===== config.mk =====
export PLATFORM = sky130hd
export DESIGN_NAME = fspc_top
export DESIGN_NICKNAME = d
export VERILOG_FILES = /design/src/logic/fspc_pkg.sv /design/src/logic/fspc_cnt_if.sv /design/src/logic/fspc_window.sv /design/src/logic/fspc_prog_timer.sv /design/src/logic/fspc_top.sv
export SDC_FILE = /design/constraint.sdc
export NUM_CORES = 1
export LEC_CHECK = 0
export BUFFER_PORTS_ARGS = -buffer_cell sky130_fd_sc_hd__buf_4
export CORE_ASPECT_RATIO = 0.75
export CORE_MARGIN = 1.5
export CORE_UTILIZATION = 47
export CTS_CLUSTER_SIZE = 16
export DETAILED_ROUTE_END_ITERATION = 16
export GPL_ROUTABILITY_DRIVEN = 1
export PLACE_DENSITY = 0.79
export SETUP_SLACK_MARGIN = 0.5
export SLEW_MARGIN = 15
export SYNTH_ARGS = -nofsm -noshare
export SYNTH_HDL_FRONTEND = slang
export SYNTH_HIERARCHICAL = 1
export SYNTH_SLANG_ARGS = --single-unit
export TNS_END_PERCENT = 10

===== constraint.sdc =====
create_clock -name clk_sys -period 3.3 [get_ports clk_sys]
set_input_delay 0.495 -clock clk_sys [delete_from_list [all_inputs] [get_ports clk_sys]]
set_output_delay 0.495 -clock clk_sys [all_outputs]
set_load 0.01 [all_outputs]

===== src/logic/fspc_pkg.sv =====
// Shared constants for the flash self-programming control block
`default_nettype none
package fspc_pkg;
  localparam logic [7:0] CTRL_OFF = 8'h00;
  localparam logic [7:0] PTR_OFF = 8'h04;
  localparam logic [7:0] DATA_OFF = 8'h08;
  localparam int EN_BIT = 0;
  localparam int ERS_BIT = 1;
  localparam int WRT_BIT = 2;
  localparam int LCK_BIT = 3;
  localparam int RRE_BIT = 4;
  localparam int BUSY_BIT = 6;
  localparam int IE_BIT = 7;
  localparam logic [4:0] CMD_FILL = 5'h01;
  localparam logic [4:0] CMD_ERASE = 5'h03;
  localparam logic [4:0] CMD_WRITE = 5'h05;
  localparam logic [4:0] CMD_LOCK = 5'h09;
  localparam logic [4:0] CMD_RRE = 5'h11;
  localparam int STORE_WIN = 4;
  localparam int LOAD_WIN = 3;
  localparam int CLK_PERIOD_NS = 20;
  localparam int PROG_MIN_NS = 3_700_000;
  localparam int PROG_MAX_NS = 4_500_000;
  localparam int PROG_CYCLES = (PROG_MIN_NS + CLK_PERIOD_NS - 1) / CLK_PERIOD_NS;
  localparam int PAGE_LSB = 6;
  localparam int PAGE_W = 7;
  localparam int WORD_LSB = 1;
  localparam int WORD_W = 5;
  localparam logic [6:0] RWW_PAGES = 7'h60;
  localparam logic [1:0] SEL_FUSE_LOW = 2'h0;
  localparam logic [1:0] SEL_LOCK = 2'h1;
  localparam logic [1:0] SEL_FUSE_EXT = 2'h2;
  localparam logic [1:0] SEL_FUSE_HIGH = 2'h3;
  localparam logic [1:0] LOCK_PAD = 2'h3;
  localparam logic [5:0] LOCK_INIT = 6'h3f;
endpackage
`default_nettype wire


===== src/logic/fspc_cnt_if.sv =====
// Start, active and done signals between the sequencer and its counters
`default_nettype none
interface fspc_cnt_if;
  logic start;
  logic active;
  logic done;
  modport ctl (output start, input active, input done);
  modport cnt (input start, output active, output done);
endinterface
`default_nettype wire


===== src/logic/fspc_window.sv =====
// Down-counter that opens a timed instruction window after a command write
`default_nettype none
module fspc_window #(
  parameter int LEN = 4
) (
  input wire logic clk_sys,
  input wire logic rst,
  fspc_cnt_if.cnt c
);
  if (LEN < 1 || LEN > 15) begin
    $error("fspc_window: LEN out of range");
  end
  localparam logic [3:0] LEN_C = 4'(LEN);
  logic [3:0] cnt_q;
  // A new start always reloads, so a rewrite restarts the window
  always_ff @(posedge clk_sys) begin
    if (rst) begin
      cnt_q <= 4'h0;
    end else if (c.start) begin
      cnt_q <= LEN_C;
    end else if (cnt_q != 4'h0) begin
      cnt_q <= cnt_q - 4'h1;
    end
  end
  assign c.active = (cnt_q != 4'h0);
  assign c.done = (cnt_q == 4'h1) && !c.start;
endmodule
`default_nettype wire


===== src/logic/fspc_prog_timer.sv =====
// Programming-time counter that survives reset once started
`default_nettype none
module fspc_prog_timer #(
  parameter int CYCLES = fspc_pkg::PROG_CYCLES
) (
  input wire logic clk_sys,
  input wire logic rst,
  fspc_cnt_if.cnt c
);
  if (CYCLES < 2 || CYCLES > 262143) begin
    $error("fspc_prog_timer: CYCLES out of range");
  end
  localparam logic [17:0] CYC_C = 18'(CYCLES);
  // Power-up value given so reset can be gated by the running state
  logic [17:0] cnt_q = 18'h0_0000;
  always_ff @(posedge clk_sys) begin
    if (rst && cnt_q == 18'h0_0000) begin
      cnt_q <= 18'h0_0000;
    end else if (c.start && cnt_q == 18'h0_0000) begin
      cnt_q <= CYC_C;
    end else if (cnt_q != 18'h0_0000) begin
      cnt_q <= cnt_q - 18'h0_0001;
    end
  end
  assign c.active = (cnt_q != 18'h0_0000);
  assign c.done = (cnt_q == 18'h0_0001);
endmodule
`default_nettype wire


===== src/logic/fspc_top.sv =====
// Flash self-programming sequencer with AHB-Lite control registers
`default_nettype none
module fspc_top #(
  parameter int PROG_CYCLES = fspc_pkg::PROG_CYCLES,
  parameter logic [7:0] FUSE_LOW = 8'hff,
  parameter logic [7:0] FUSE_HIGH = 8'hff,
  parameter logic [7:0] FUSE_EXT = 8'hff
) (
  input wire logic clk_sys,
  input wire logic rst,
  input wire logic hsel,
  input wire logic [31:0] haddr,
  input wire logic [1:0] htrans,
  input wire logic hwrite,
  input wire logic [2:0] hsize,
  input wire logic hready,
  input wire logic [31:0] hwdata,
  output logic [31:0] hrdata,
  output logic hreadyout,
  output logic hresp,
  input wire logic spm_exec,
  input wire logic lpm_exec,
  input wire logic eeprom_write_busy_flag,
  output logic lpm_sel,
  output logic [7:0] lpm_data,
  output logic cpu_halt,
  output logic rww_read_block,
  output logic spm_irq,
  output logic flash_erase,
  output logic flash_write,
  output logic buf_load,
  output logic [6:0] flash_page,
  output logic [4:0] flash_word,
  output logic [15:0] buf_data,
  output logic [5:0] lock_bits
);
  // The timer is 18 bits wide and needs at least two cycles to hand over done
  if (PROG_CYCLES < 2 || PROG_CYCLES > 262143) begin
    $error("fspc_top: PROG_CYCLES out of range");
  end

  fspc_cnt_if st_if();
  fspc_cnt_if ld_if();
  fspc_cnt_if tm_if();

  // Store window four cycles, load window three; the store window restarts on each command, the load window only on a lock command
  fspc_window #(.LEN(fspc_pkg::STORE_WIN)) u_store_win (
    .clk_sys(clk_sys),
    .rst(rst),
    .c(st_if)
  );
  fspc_window #(.LEN(fspc_pkg::LOAD_WIN)) u_load_win (
    .clk_sys(clk_sys),
    .rst(rst),
    .c(ld_if)
  );
  // One timer serves erase, write and lock programming alike
  fspc_prog_timer #(.CYCLES(PROG_CYCLES)) u_timer (
    .clk_sys(clk_sys),
    .rst(rst),
    .c(tm_if)
  );

  ////////////////////////////////////////////////////////////////////////////
  // AHB-Lite slave, zero wait states, always OKAY
  logic wr_pend_q;
  logic [7:0] wr_addr_q;
  logic [4:0] cmd_q;
  logic irq_en_q;
  logic busy_flag_q;
  logic [15:0] ptr_q;
  logic [15:0] data_q;
  logic op_no_read_while_write_section_q;
  logic op_page_q;
  logic op_lock_q;
  logic [31:0] rd_mux;
  logic addr_ok;
  logic self_prog_enable_bit_rd;

  assign addr_ok = hsel && hready && htrans[1];
  // Enable reads set while a timed operation runs
  assign self_prog_enable_bit_rd = cmd_q[fspc_pkg::EN_BIT] || tm_if.active;

  always_ff @(posedge clk_sys) begin
    if (rst) begin
      wr_pend_q <= 1'b0;
      wr_addr_q <= 8'h00;
    end else begin
      wr_pend_q <= addr_ok && hwrite;
      if (addr_ok) begin
        wr_addr_q <= haddr[7:0];
      end
    end
  end

  always_comb begin
    rd_mux = 32'h0000_0000;
    unique case (haddr[7:0])
      fspc_pkg::CTRL_OFF: begin
        rd_mux[fspc_pkg::RRE_BIT:fspc_pkg::ERS_BIT] = cmd_q[4:1];
        rd_mux[fspc_pkg::EN_BIT] = self_prog_enable_bit_rd;
        rd_mux[fspc_pkg::BUSY_BIT] = busy_flag_q;
        rd_mux[fspc_pkg::IE_BIT] = irq_en_q;
      end
      fspc_pkg::PTR_OFF: begin
        rd_mux[15:0] = ptr_q;
      end
      fspc_pkg::DATA_OFF: begin
        rd_mux[15:0] = data_q;
      end
      default: begin
        rd_mux = 32'h0000_0000;
      end
    endcase
  end

  // Read data is sampled in the address phase so it stands in the data phase
  // The response never leaves OKAY: no access here can fail
  always_ff @(posedge clk_sys) begin
    if (rst) begin
      hrdata <= 32'h0000_0000;
      hreadyout <= 1'b0;
      hresp <= 1'b0;
    end else begin
      hreadyout <= 1'b1;
      hresp <= 1'b0;
      if (addr_ok && !hwrite) begin
        hrdata <= rd_mux;
      end
    end
  end

  ////////////////////////////////////////////////////////////////////////////
  // Command acceptance and instruction windows
  logic wr_ctrl;
  logic cmd_legal;
  logic accept;
  logic spm_go;
  logic lpm_go;
  logic op_start;
  logic pg_start;

  // Writes land at the end of the data phase, when hwdata is valid
  assign wr_ctrl = wr_pend_q && (wr_addr_q == fspc_pkg::CTRL_OFF);
  // Only five patterns of the low bits count as commands
  assign cmd_legal = (hwdata[4:0] == fspc_pkg::CMD_FILL) ||
                     (hwdata[4:0] == fspc_pkg::CMD_ERASE) ||
                     (hwdata[4:0] == fspc_pkg::CMD_WRITE) ||
                     (hwdata[4:0] == fspc_pkg::CMD_LOCK) ||
                     (hwdata[4:0] == fspc_pkg::CMD_RRE);
  // Commands are refused while the timer runs or while the EEPROM writes
  assign accept = wr_ctrl && cmd_legal && !tm_if.active &&
                  !eeprom_write_busy_flag;
  assign st_if.start = accept;
  assign ld_if.start = accept && (hwdata[4:0] == fspc_pkg::CMD_LOCK);
  assign tm_if.start = op_start;

  // An EEPROM write that starts inside the window still stops the store
  assign spm_go = spm_exec && st_if.active && cmd_q[fspc_pkg::EN_BIT] &&
                  !tm_if.active && !eeprom_write_busy_flag;
  assign pg_start = spm_go && ((cmd_q == fspc_pkg::CMD_ERASE) ||
                               (cmd_q == fspc_pkg::CMD_WRITE));
  assign op_start = pg_start || (spm_go && cmd_q == fspc_pkg::CMD_LOCK);
  // An EEPROM write also stops fuse and lock reads
  assign lpm_go = lpm_exec && ld_if.active && (cmd_q == fspc_pkg::CMD_LOCK) &&
                  !tm_if.active && !eeprom_write_busy_flag;

  // Erase, write and lock set keep their bits until the timer ends
  always_ff @(posedge clk_sys) begin
    if (rst && !tm_if.active) begin
      cmd_q <= 5'h00;
    end else if (accept) begin
      cmd_q <= hwdata[4:0];
    end else if (tm_if.done) begin
      cmd_q <= 5'h00;
    end else if (lpm_go) begin
      cmd_q <= 5'h00;
    end else if (spm_go && !op_start) begin
      cmd_q <= 5'h00;
    end else if (st_if.done && !op_start && !tm_if.active) begin
      cmd_q <= 5'h00;
    end
  end

  always_ff @(posedge clk_sys) begin
    if (rst) begin
      irq_en_q <= 1'b0;
    end else if (wr_ctrl) begin
      irq_en_q <= hwdata[fspc_pkg::IE_BIT];
    end
  end

  always_ff @(posedge clk_sys) begin
    if (rst) begin
      ptr_q <= 16'h0000;
      data_q <= 16'h0000;
    end else if (wr_pend_q) begin
      if (wr_addr_q == fspc_pkg::PTR_OFF) begin
        ptr_q <= hwdata[15:0];
      end
      if (wr_addr_q == fspc_pkg::DATA_OFF) begin
        data_q <= hwdata[15:0];
      end
    end
  end

  ////////////////////////////////////////////////////////////////////////////
  // Running operation: section, halt and read blocking
  logic [6:0] page_sel;
  // Page field only; the word bits belong to the fill command
  assign page_sel = ptr_q[fspc_pkg::PAGE_LSB +: fspc_pkg::PAGE_W];

  // Held through reset while the timer runs so the write finishes cleanly
  always_ff @(posedge clk_sys) begin
    if (rst && !tm_if.active) begin
      op_no_read_while_write_section_q <= 1'b0;
      op_page_q <= 1'b0;
      op_lock_q <= 1'b0;
    end else if (op_start) begin
      op_no_read_while_write_section_q <= (page_sel >= fspc_pkg::RWW_PAGES);
      op_page_q <= pg_start;
      op_lock_q <= !pg_start;
    end else if (tm_if.done) begin
      op_no_read_while_write_section_q <= 1'b0;
      op_page_q <= 1'b0;
      op_lock_q <= 1'b0;
    end
  end

  // Only page operations on the locked-out section stop the core
  always_ff @(posedge clk_sys) begin
    if (rst && !tm_if.active) begin
      cpu_halt <= 1'b0;
    end else if (pg_start) begin
      cpu_halt <= (page_sel >= fspc_pkg::RWW_PAGES);
    end else if (tm_if.done) begin
      cpu_halt <= 1'b0;
    end
  end

  // Lock programming never sets the flag, so all flash stays readable
  always_ff @(posedge clk_sys) begin
    if (rst && !tm_if.active) begin
      busy_flag_q <= 1'b0;
    end else if (pg_start) begin
      busy_flag_q <= 1'b1;
    end else if (spm_go && cmd_q == fspc_pkg::CMD_RRE) begin
      busy_flag_q <= 1'b0;
    end
  end

  // The start pulse covers the cycle before the flag is seen
  always_ff @(posedge clk_sys) begin
    if (rst && !tm_if.active) begin
      rww_read_block <= 1'b0;
    end else begin
      rww_read_block <= busy_flag_q || pg_start;
    end
  end

  // Level request: stays up while the interrupt enable is set and the enable bit reads clear
  always_ff @(posedge clk_sys) begin
    if (rst) begin
      spm_irq <= 1'b0;
    end else begin
      spm_irq <= irq_en_q && !self_prog_enable_bit_rd;
    end
  end

  ////////////////////////////////////////////////////////////////////////////
  // Flash array strobes and page buffer load
  // One-cycle strobes towards the flash array
  always_ff @(posedge clk_sys) begin
    if (rst) begin
      flash_erase <= 1'b0;
      flash_write <= 1'b0;
      buf_load <= 1'b0;
    end else begin
      flash_erase <= spm_go && cmd_q == fspc_pkg::CMD_ERASE;
      flash_write <= spm_go && cmd_q == fspc_pkg::CMD_WRITE;
      buf_load <= spm_go && cmd_q == fspc_pkg::CMD_FILL;
    end
  end

  // Address latched at start, so software may reuse the pointer afterwards
  always_ff @(posedge clk_sys) begin
    if (rst && !tm_if.active) begin
      flash_page <= 7'h00;
      flash_word <= 5'h00;
      buf_data <= 16'h0000;
    end else if (pg_start) begin
      flash_page <= page_sel;
      flash_word <= 5'h00;
    end else if (spm_go && cmd_q == fspc_pkg::CMD_FILL) begin
      flash_word <= ptr_q[fspc_pkg::WORD_LSB +: fspc_pkg::WORD_W];
      buf_data <= data_q;
    end
  end

  ////////////////////////////////////////////////////////////////////////////
  // Lock bits and fuse/lock read-back
  // Lock bits are nonvolatile: no reset, power-up value only
  logic [5:0] lock_q = fspc_pkg::LOCK_INIT;
  logic [7:0] lock_byte;
  logic [7:0] rd_byte;

  // Only the boot locks can be programmed; a zero programs, never erases
  always_ff @(posedge clk_sys) begin
    if (op_start && !pg_start) begin
      lock_q[5:2] <= lock_q[5:2] & data_q[5:2];
    end
  end
  assign lock_bits = lock_q;

  assign lock_byte = {fspc_pkg::LOCK_PAD, lock_q};

  always_comb begin
    rd_byte = lock_byte;
    unique case (ptr_q[1:0])
      fspc_pkg::SEL_FUSE_LOW: begin
        rd_byte = FUSE_LOW;
      end
      fspc_pkg::SEL_LOCK: begin
        rd_byte = lock_byte;
      end
      fspc_pkg::SEL_FUSE_EXT: begin
        rd_byte = FUSE_EXT;
      end
      fspc_pkg::SEL_FUSE_HIGH: begin
        rd_byte = FUSE_HIGH;
      end
    endcase
  end

  // Without this pulse the core's load reads the flash as usual
  always_ff @(posedge clk_sys) begin
    if (rst) begin
      lpm_sel <= 1'b0;
      lpm_data <= 8'h00;
    end else begin
      lpm_sel <= lpm_go;
      if (lpm_go) begin
        lpm_data <= rd_byte;
      end
    end
  end

  logic unused_ok;
  // The load window's expiry is not used: the store window ends the command
  assign unused_ok = &{1'b0, hsize, haddr[31:8], hwdata[31:16], op_no_read_while_write_section_q,
                       op_page_q, op_lock_q, ld_if.done};
endmodule
`default_nettype wire


==> key figures, run 1 <==
Status
  – Status: completed

Flow run
  – Max-cap violations: 0

Placed design
  – Port Buf Inserts: 96
  – Final GP Congestion: 0.859
  – Number of cells after detailed placement: approximately 860
  – HPWL after DPL: 10.9 mm

Timing
  – Final setup fails: 0
  – Setup TNS: 0 ns
  – Worst slew margin: between 40% and 50%
  – Clock Skews: around 0.010 ns
  – Tcrit/Tclk final: between 90 and 100%
  – Final count of hold timing violations: 0
  – Unrepaired setup endpoints after global routing: yes
  – Fin Hold WS: 0.299 ns
  – F_max: 326 MHz
  – Slew @ Worst Pin: 0.810 ns
  – Fin. max-slew vios: 0
  – Min cycle time layout: 3.07 ns

Detailed routing
  – DRC Markers: 0
  – Overall via count from detail_route: 5057
  – DRT iter0 DRCs: 471
  – Drt pass-1 iters: 5
  – Post-DR vias/cell: 5.63
  – Antenna violation net count after detailed routing: 0
  – Final WL: 15.6 mm
  – Wire per inst: 17.4 microns

Global routing
  – First-pass GRT wire length: 25.4 mm
  – Grt ovf: 0
  – Initial antenna violation count: 0
  – Vias in the first global route: 5076
  – GRT Overall Usage: 24.4%
  – Largest net degree at the start of global routing: 41

Clocking
  – Clock sink count: 135
  – CTS Buf Count: 17
  – CTS HTree Levels: 4
  – TritonCTS clock tree: yes
  – Bufs on Longest Clock Path: 2
  – Worst-Skew Late Latency: 0.42 ns
  – Clk pin slew, worst setup/hold paths: 0.06 ns
  – CTS Hold Bufs: 0
  – Clock root buffer: clkbuf_16

Floorplanning
  – # rows: 35
  – Die Y: 99.7 microns
  – Core Area: 12200 sq um
  – Die area: 13200 sq um
  – Initial core utilization: 48.0%
  – I/O pins: 160
  – Die width: 132 microns

Cells and area
  – Area grow syn2layout: 25.1%
  – Fin cells: 899
  – ANT cells: 0
  – Share of cells above drive strength 1: 23.6%
  – Fin nets: 803

Yosys
  – Syn. warnings: 6
  – Mapped Avg Cell Area: roughly 9.5 sq um
  – Cell count after synthesis: 620
  – Area of the mapped netlist: between 5000 and 6000 sq um

Setup path
  – Data arrival, critical path: between 3 and 4 ns
  – Crit. End Element: flop
  – Worst path required time: 3.63 ns
  – Critical path type: flop to flop
  – Worst r2r path cells: 11
  – Worst-path maximum fanout: 5
  – Crit path launch type: flop

Power and ir drop
  – Max IR drop VDD: between 300 and 400 uV
  – Leak: ~3.4 nW
  – PwrDens: 535 nW/um^2
  – Power, Total: between 3 and 4 mW

Min path
  – Hold-critical path depth: 2
  – Hold Path Class: input port to flop
routing by layer:
metal  vias up  share of wire, %  global-route usage (%)
li1       2350                 -                       -
met1      2447                43                    31.0
met2       222                47                    40.4
met3        38               6.7                    5.71
met4         0               2.4                    10.1
met5         -                 0                       0
stage by stage:
step / utilization (%) / cell area (sq um) / setup slack [ns]
final: 60.0 / 7340 / 0.233
after global placement: 54.7 / 6680 / 0.153
after CTS: 59.9 / 7320 / 0.213
after detailed placement: 54.7 / 6680 / 0.0329
after floorplan: - / 5950 / 0.140
after global routing: 60.0 / 7340 / 0.195
flip-flops by register name, indices dropped and copies added, names as in the netlist, 7 cells and up:
signal	flops
u_timer/cnt_q	18
buf_data	16
ptr_q	16
flash_page	7
data_q	16
wr_addr_q	8
hrdata	16
critical path, cell delays in order (launching register included):
cell and delay (ns):
dfxtp_4 0.34, or4_4 0.51, or3_4 0.34, or2_4 0.25, nor3b_2 0.17, nand4_1 0.20
or2_4 0.32, clkinv_4 0.05, nor4b_2 0.04, a311o_1 0.28, a41o_1 0.28, o22ai_1 0.19
report_power, final:
group	leakage, nW	switching [mW]	internal [mW]
Sequential	1.11	0.0487	1.68
Combinational	1.97	0.187	0.190
Clock	0.277	0.677	1.14
timing repair:
action | 4_1_cts | 5_1_grt
pin swaps | 7 | 6
setup buffers | 4 | 1
gates resized for setup | 12 | 3
endpoints found under the hold margin | 0 | 0
endpoints found under the setup margin | 42 | 50
area by class of cell:
class	instances	area, sq um
timing repair buffer	115	863
clock inverter	6	62.6
tap	166	208
fill	992	4880
multi-input combinational	430	2860
inverter	21	83.8
clock buffer	26	509
sequential	135	2750
final timing paths:
| path | startpoint | end | slack, ns |
|---|---|---|---|
| worst max register to register | u_timer/cnt_q[12]$_SDFFE_PP0P_ | cmd_q[2]$_SDFFE_PP0P_ | 0.23 |
| worst min register to register | lpm_data[3]$_SDFFE_PP0P_ | lpm_data[3]$_SDFFE_PP0P_ | 0.45 |
| worst min-delay path | rst | lpm_data[3]$_SDFFE_PP0P_ | 0.30 |
| worst max-delay path | u_timer/cnt_q[12]$_SDFFE_PP0P_ | cmd_q[2]$_SDFFE_PP0P_ | 0.23 |
cell usage in the layout, fill, tap and decap left out, types with 5 or more instances in the layout:
cell type and count:
nand4_1 5, nor2b_1 6, o31ai_1 5, a211oi_1 6
mux2i_1 70, inv_1 20, a21oi_1 19, a22oi_1 8
dfxtp_1 129, o21ai_0 20, nand3_1 5, ha_1 6
and3_1 5, nor4_1 7, nor2_1 91, o22ai_1 5
nand2_1 43, nor3_1 15, clkbuf_8 5, buf_4 115
conb_1 19, and2_1 7, a22o_1 16, clkbuf_16 17
Note: power is estimated with default switching activity, not from simulation.
==> run 2, diff against run 1 <==
- BUFFER_PORTS_ARGS: -buffer_cell sky130_fd_sc_hd__buf_4 -> -buffer_cell sky130_fd_sc_hd__buf_2
- SETUP_SLACK_MARGIN: 0.5 -> default
==> key figures, run 2 (same netlist as run 1, synthesis figures left out) <==
Clocking
  – Clock root buffer: clkbuf_16 (unchanged)
  – CTS HTree Levels: 4 (unchanged)
  – Clock sink count: 135 (unchanged)
  – Clk pin slew, worst setup/hold paths: 0.06 ns (about the same)
  – Worst-Skew Late Latency: 0.42 ns (about the same)
  – Bufs on Longest Clock Path: 2 (unchanged)
  – TritonCTS clock tree: yes (unchanged)
  – CTS Buf Count: 17 (unchanged)

Cells and area
  – Fillers: 1031 (was 992)
  – Most frequent cells in the layout: dfxtp_1, buf_2, nor2_1, mux2i_1, nand2_1 (was dfxtp_1, buf_4, nor2_1, mux2i_1, nand2_1)
  – Fin nets: 803 (unchanged)
  – Area grow syn2layout: 21.3% (was 25.1%)
  – Fin cells: 899 (unchanged)
  – ANT cells: 0 (unchanged)
  – Final instance area: 7110 sq um (was 7340 sq um)
  – Top reg by flops: u_timer/cnt_q (unchanged)
  – Max FFs per register: 18 (unchanged)
  – Most common cell after layout, fill and taps aside: dfxtp_1 (unchanged)
  – Share of cells above drive strength 1: 23.2% (was 23.6%)
  – Util after Layout: 58.2% (was 60.0%)

Timing
  – Unrepaired setup endpoints after global routing: no (was yes)
  – Min cycle time layout: 3.13 ns (was 3.07 ns)
  – PnR worst setup slack: 0.166 ns (was 0.233 ns)
  – Setup TNS: 0 ns (unchanged)
  – Final setup fails: 0 (unchanged)
  – Fin. max-slew vios: 0 (unchanged)
  – Slew @ Worst Pin: 0.789 ns (was 0.810 ns)
  – Tcrit/Tclk final: 95.0% (was 92.9%)
  – F_max: 319 MHz (was 326 MHz)
  – Worst slew margin: 47.3% (was 45.9%)
  – Clock Skews: 0.00944 ns (was 0.0105 ns)
  – Final count of hold timing violations: 0 (unchanged)

Floorplanning
  – Die Y: 99.7 microns (unchanged)
  – Initial core utilization: 48.0% (unchanged)
  – Core Area: 12200 sq um (unchanged)
  – # rows: 35 (unchanged)
  – Die width: 132 microns (unchanged)
  – Die area: 13200 sq um (unchanged)
  – I/O pins: 160 (unchanged)

Placed design
  – Number of cells after detailed placement: 865 (was 862)
  – Port Buf Inserts: 96 (unchanged)
  – HPWL after DPL: 10.3 mm (was 10.9 mm)
  – Placed cell area: 6440 sq um (was 6680 sq um)
  – Final GP Congestion: 0.839 (was 0.859)
  – Pre-CTS setup slack: 0.0766 ns (was 0.0329 ns)

Detailed routing
  – Wire per inst: 16.5 microns (was 17.4 microns)
  – Antenna violation net count after detailed routing: 0 (unchanged)
  – Overall via count from detail_route: 4961 (was 5057)
  – Drt pass-1 iters: 5 (unchanged)
  – DRT iter0 DRCs: 342 (was 471)
  – DRC Markers: 0 (unchanged)
  – Final WL: 14.9 mm (was 15.6 mm)
  – Post-DR vias/cell: 5.52 (was 5.63)

Setup path
  – R2R setup slack: 0.17 ns (was 0.23 ns)
  – Worst path required time: 3.65 ns (was 3.63 ns)
  – Worst r2r path cells: 11 (unchanged)
  – Critical path capture point: cmd_q[1]$_SDFFE_PP0P_ (was cmd_q[2]$_SDFFE_PP0P_)
  – R2r startpoint: u_timer/cnt_q[13]$_SDFFE_PP0N_ (was u_timer/cnt_q[12]$_SDFFE_PP0P_)
  – Critical path launch point: u_timer/cnt_q[13]$_SDFFE_PP0N_ (was u_timer/cnt_q[12]$_SDFFE_PP0P_)
  – Crit path launch type: flop (unchanged)
  – Critical path type: flop to flop (unchanged)
  – Crit. End Element: flop (unchanged)
  – Reg-to-Reg End: cmd_q[1]$_SDFFE_PP0P_ (was cmd_q[2]$_SDFFE_PP0P_)
  – Data arrival, critical path: 3.48 ns (was 3.39 ns)
  – Worst-path maximum fanout: 6 (was 5)

Flow run
  – Max-cap violations: 0 (unchanged)

Power and ir drop
  – Leak: 3.35 nW (was 3.36 nW)
  – Max IR drop VDD: 428 uV (was 366 uV)
  – PwrDens: 578 nW/um^2 (was 535 nW/um^2)

Status
  – Status: completed (unchanged)

Global routing
  – Grt ovf: 0 (unchanged)
  – Largest net degree at the start of global routing: 44 (was 41)
  – Vias in the first global route: 4734 (was 5076)
  – First-pass GRT wire length: 23.9 mm (was 25.4 mm)
  – Initial antenna violation count: 0 (unchanged)
  – GRT Overall Usage: 22.9% (was 24.4%)

Min path
  – Hold Path Class: input port to flop (unchanged)
run 2: cell count changes in the layout (fill, tap and decap cells not counted), moves of 3 or more:
cell       delta
buf_4        -96
clkinv_4      +4
clkbuf_8      -5
buf_2        +96
clkbuf_1      -3
bufinv_16     +3
run 2: per-stage QoR:
stage | power, mW | hold slack [ns]
final | 4.11 | 0.328
after global routing | 4.25 | 0.336
after CTS | 4.11 | 0.322
after detailed placement | 2.12 | 0.453
after global placement | 2.10 | 0.439
after floorplan | 2.04 | 0.449
run 2: final cells by class:
cell class / count / area, sq um / share of cell area (%)
inverters: 21 / 78.8 / 1.11
well taps: 166 / 208 / 2.92
clock buffers: 18 / 429 / 6.04
clock inverters: 14 / 199 / 2.80
repair buffers: 115 / 623 / 8.76
flip-flops and latches: 135 / 2740 / 38.6
multi-input cells: 430 / 2830 / 39.8
run 2: how the worst min path moves through the flow:
stage / start / endpoint / slack, ns / cells past startpoint
floorplan: wr_addr_q[7]$_SDFFE_PP0P_ / wr_addr_q[7]$_SDFFE_PP0P_ / 0.45 / 2
global placement: lpm_data[5]$_SDFFE_PP0P_ / lpm_data[5]$_SDFFE_PP0P_ / 0.44 / 2
detailed placement: hrdata[15]$_SDFFE_PP0P_ / hrdata[15]$_SDFFE_PP0P_ / 0.45 / 2
CTS: hwdata[14] / ptr_q[14]$_SDFFE_PP0P_ / 0.32 / 3
global route: haddr[5] / wr_addr_q[5]$_SDFFE_PP0P_ / 0.34 / 3
finish: hwdata[14] / ptr_q[14]$_SDFFE_PP0P_ / 0.33 / 3
run 2: per-layer routing:
layer	vias to the layer above	track usage [%]	wire length, microns
met3	30	5.81	995
met2	200	36.7	6880
met1	2379	30.4	6740
met4	0	7.86	250
li1	2352	-	-
met5	-	0	0
run 2: critical path, stage by stage (launching register included):
cell and delay, ns:
dfxtp_1 0.34, or4_4 0.54, or3_4 0.34, or2_4 0.25, nor3b_2 0.16, nand4_1 0.19
or2_4 0.31, inv_1 0.08, nor4b_1 0.06, a311o_1 0.32, a41o_2 0.29, o22ai_1 0.18
run 2: power by group:
group | switching, mW | internal, mW
registers | 0.0445 | 1.68
clock network | 0.746 | 1.27
logic | 0.187 | 0.176
total | 0.978 | 3.13
run 2: timing repair:
action                     in CTS  in global routing
setup endpoints to repair       0                 13
setup buffers                   0                  2
hold buffers                    0                  0
resized for setup               0                  9
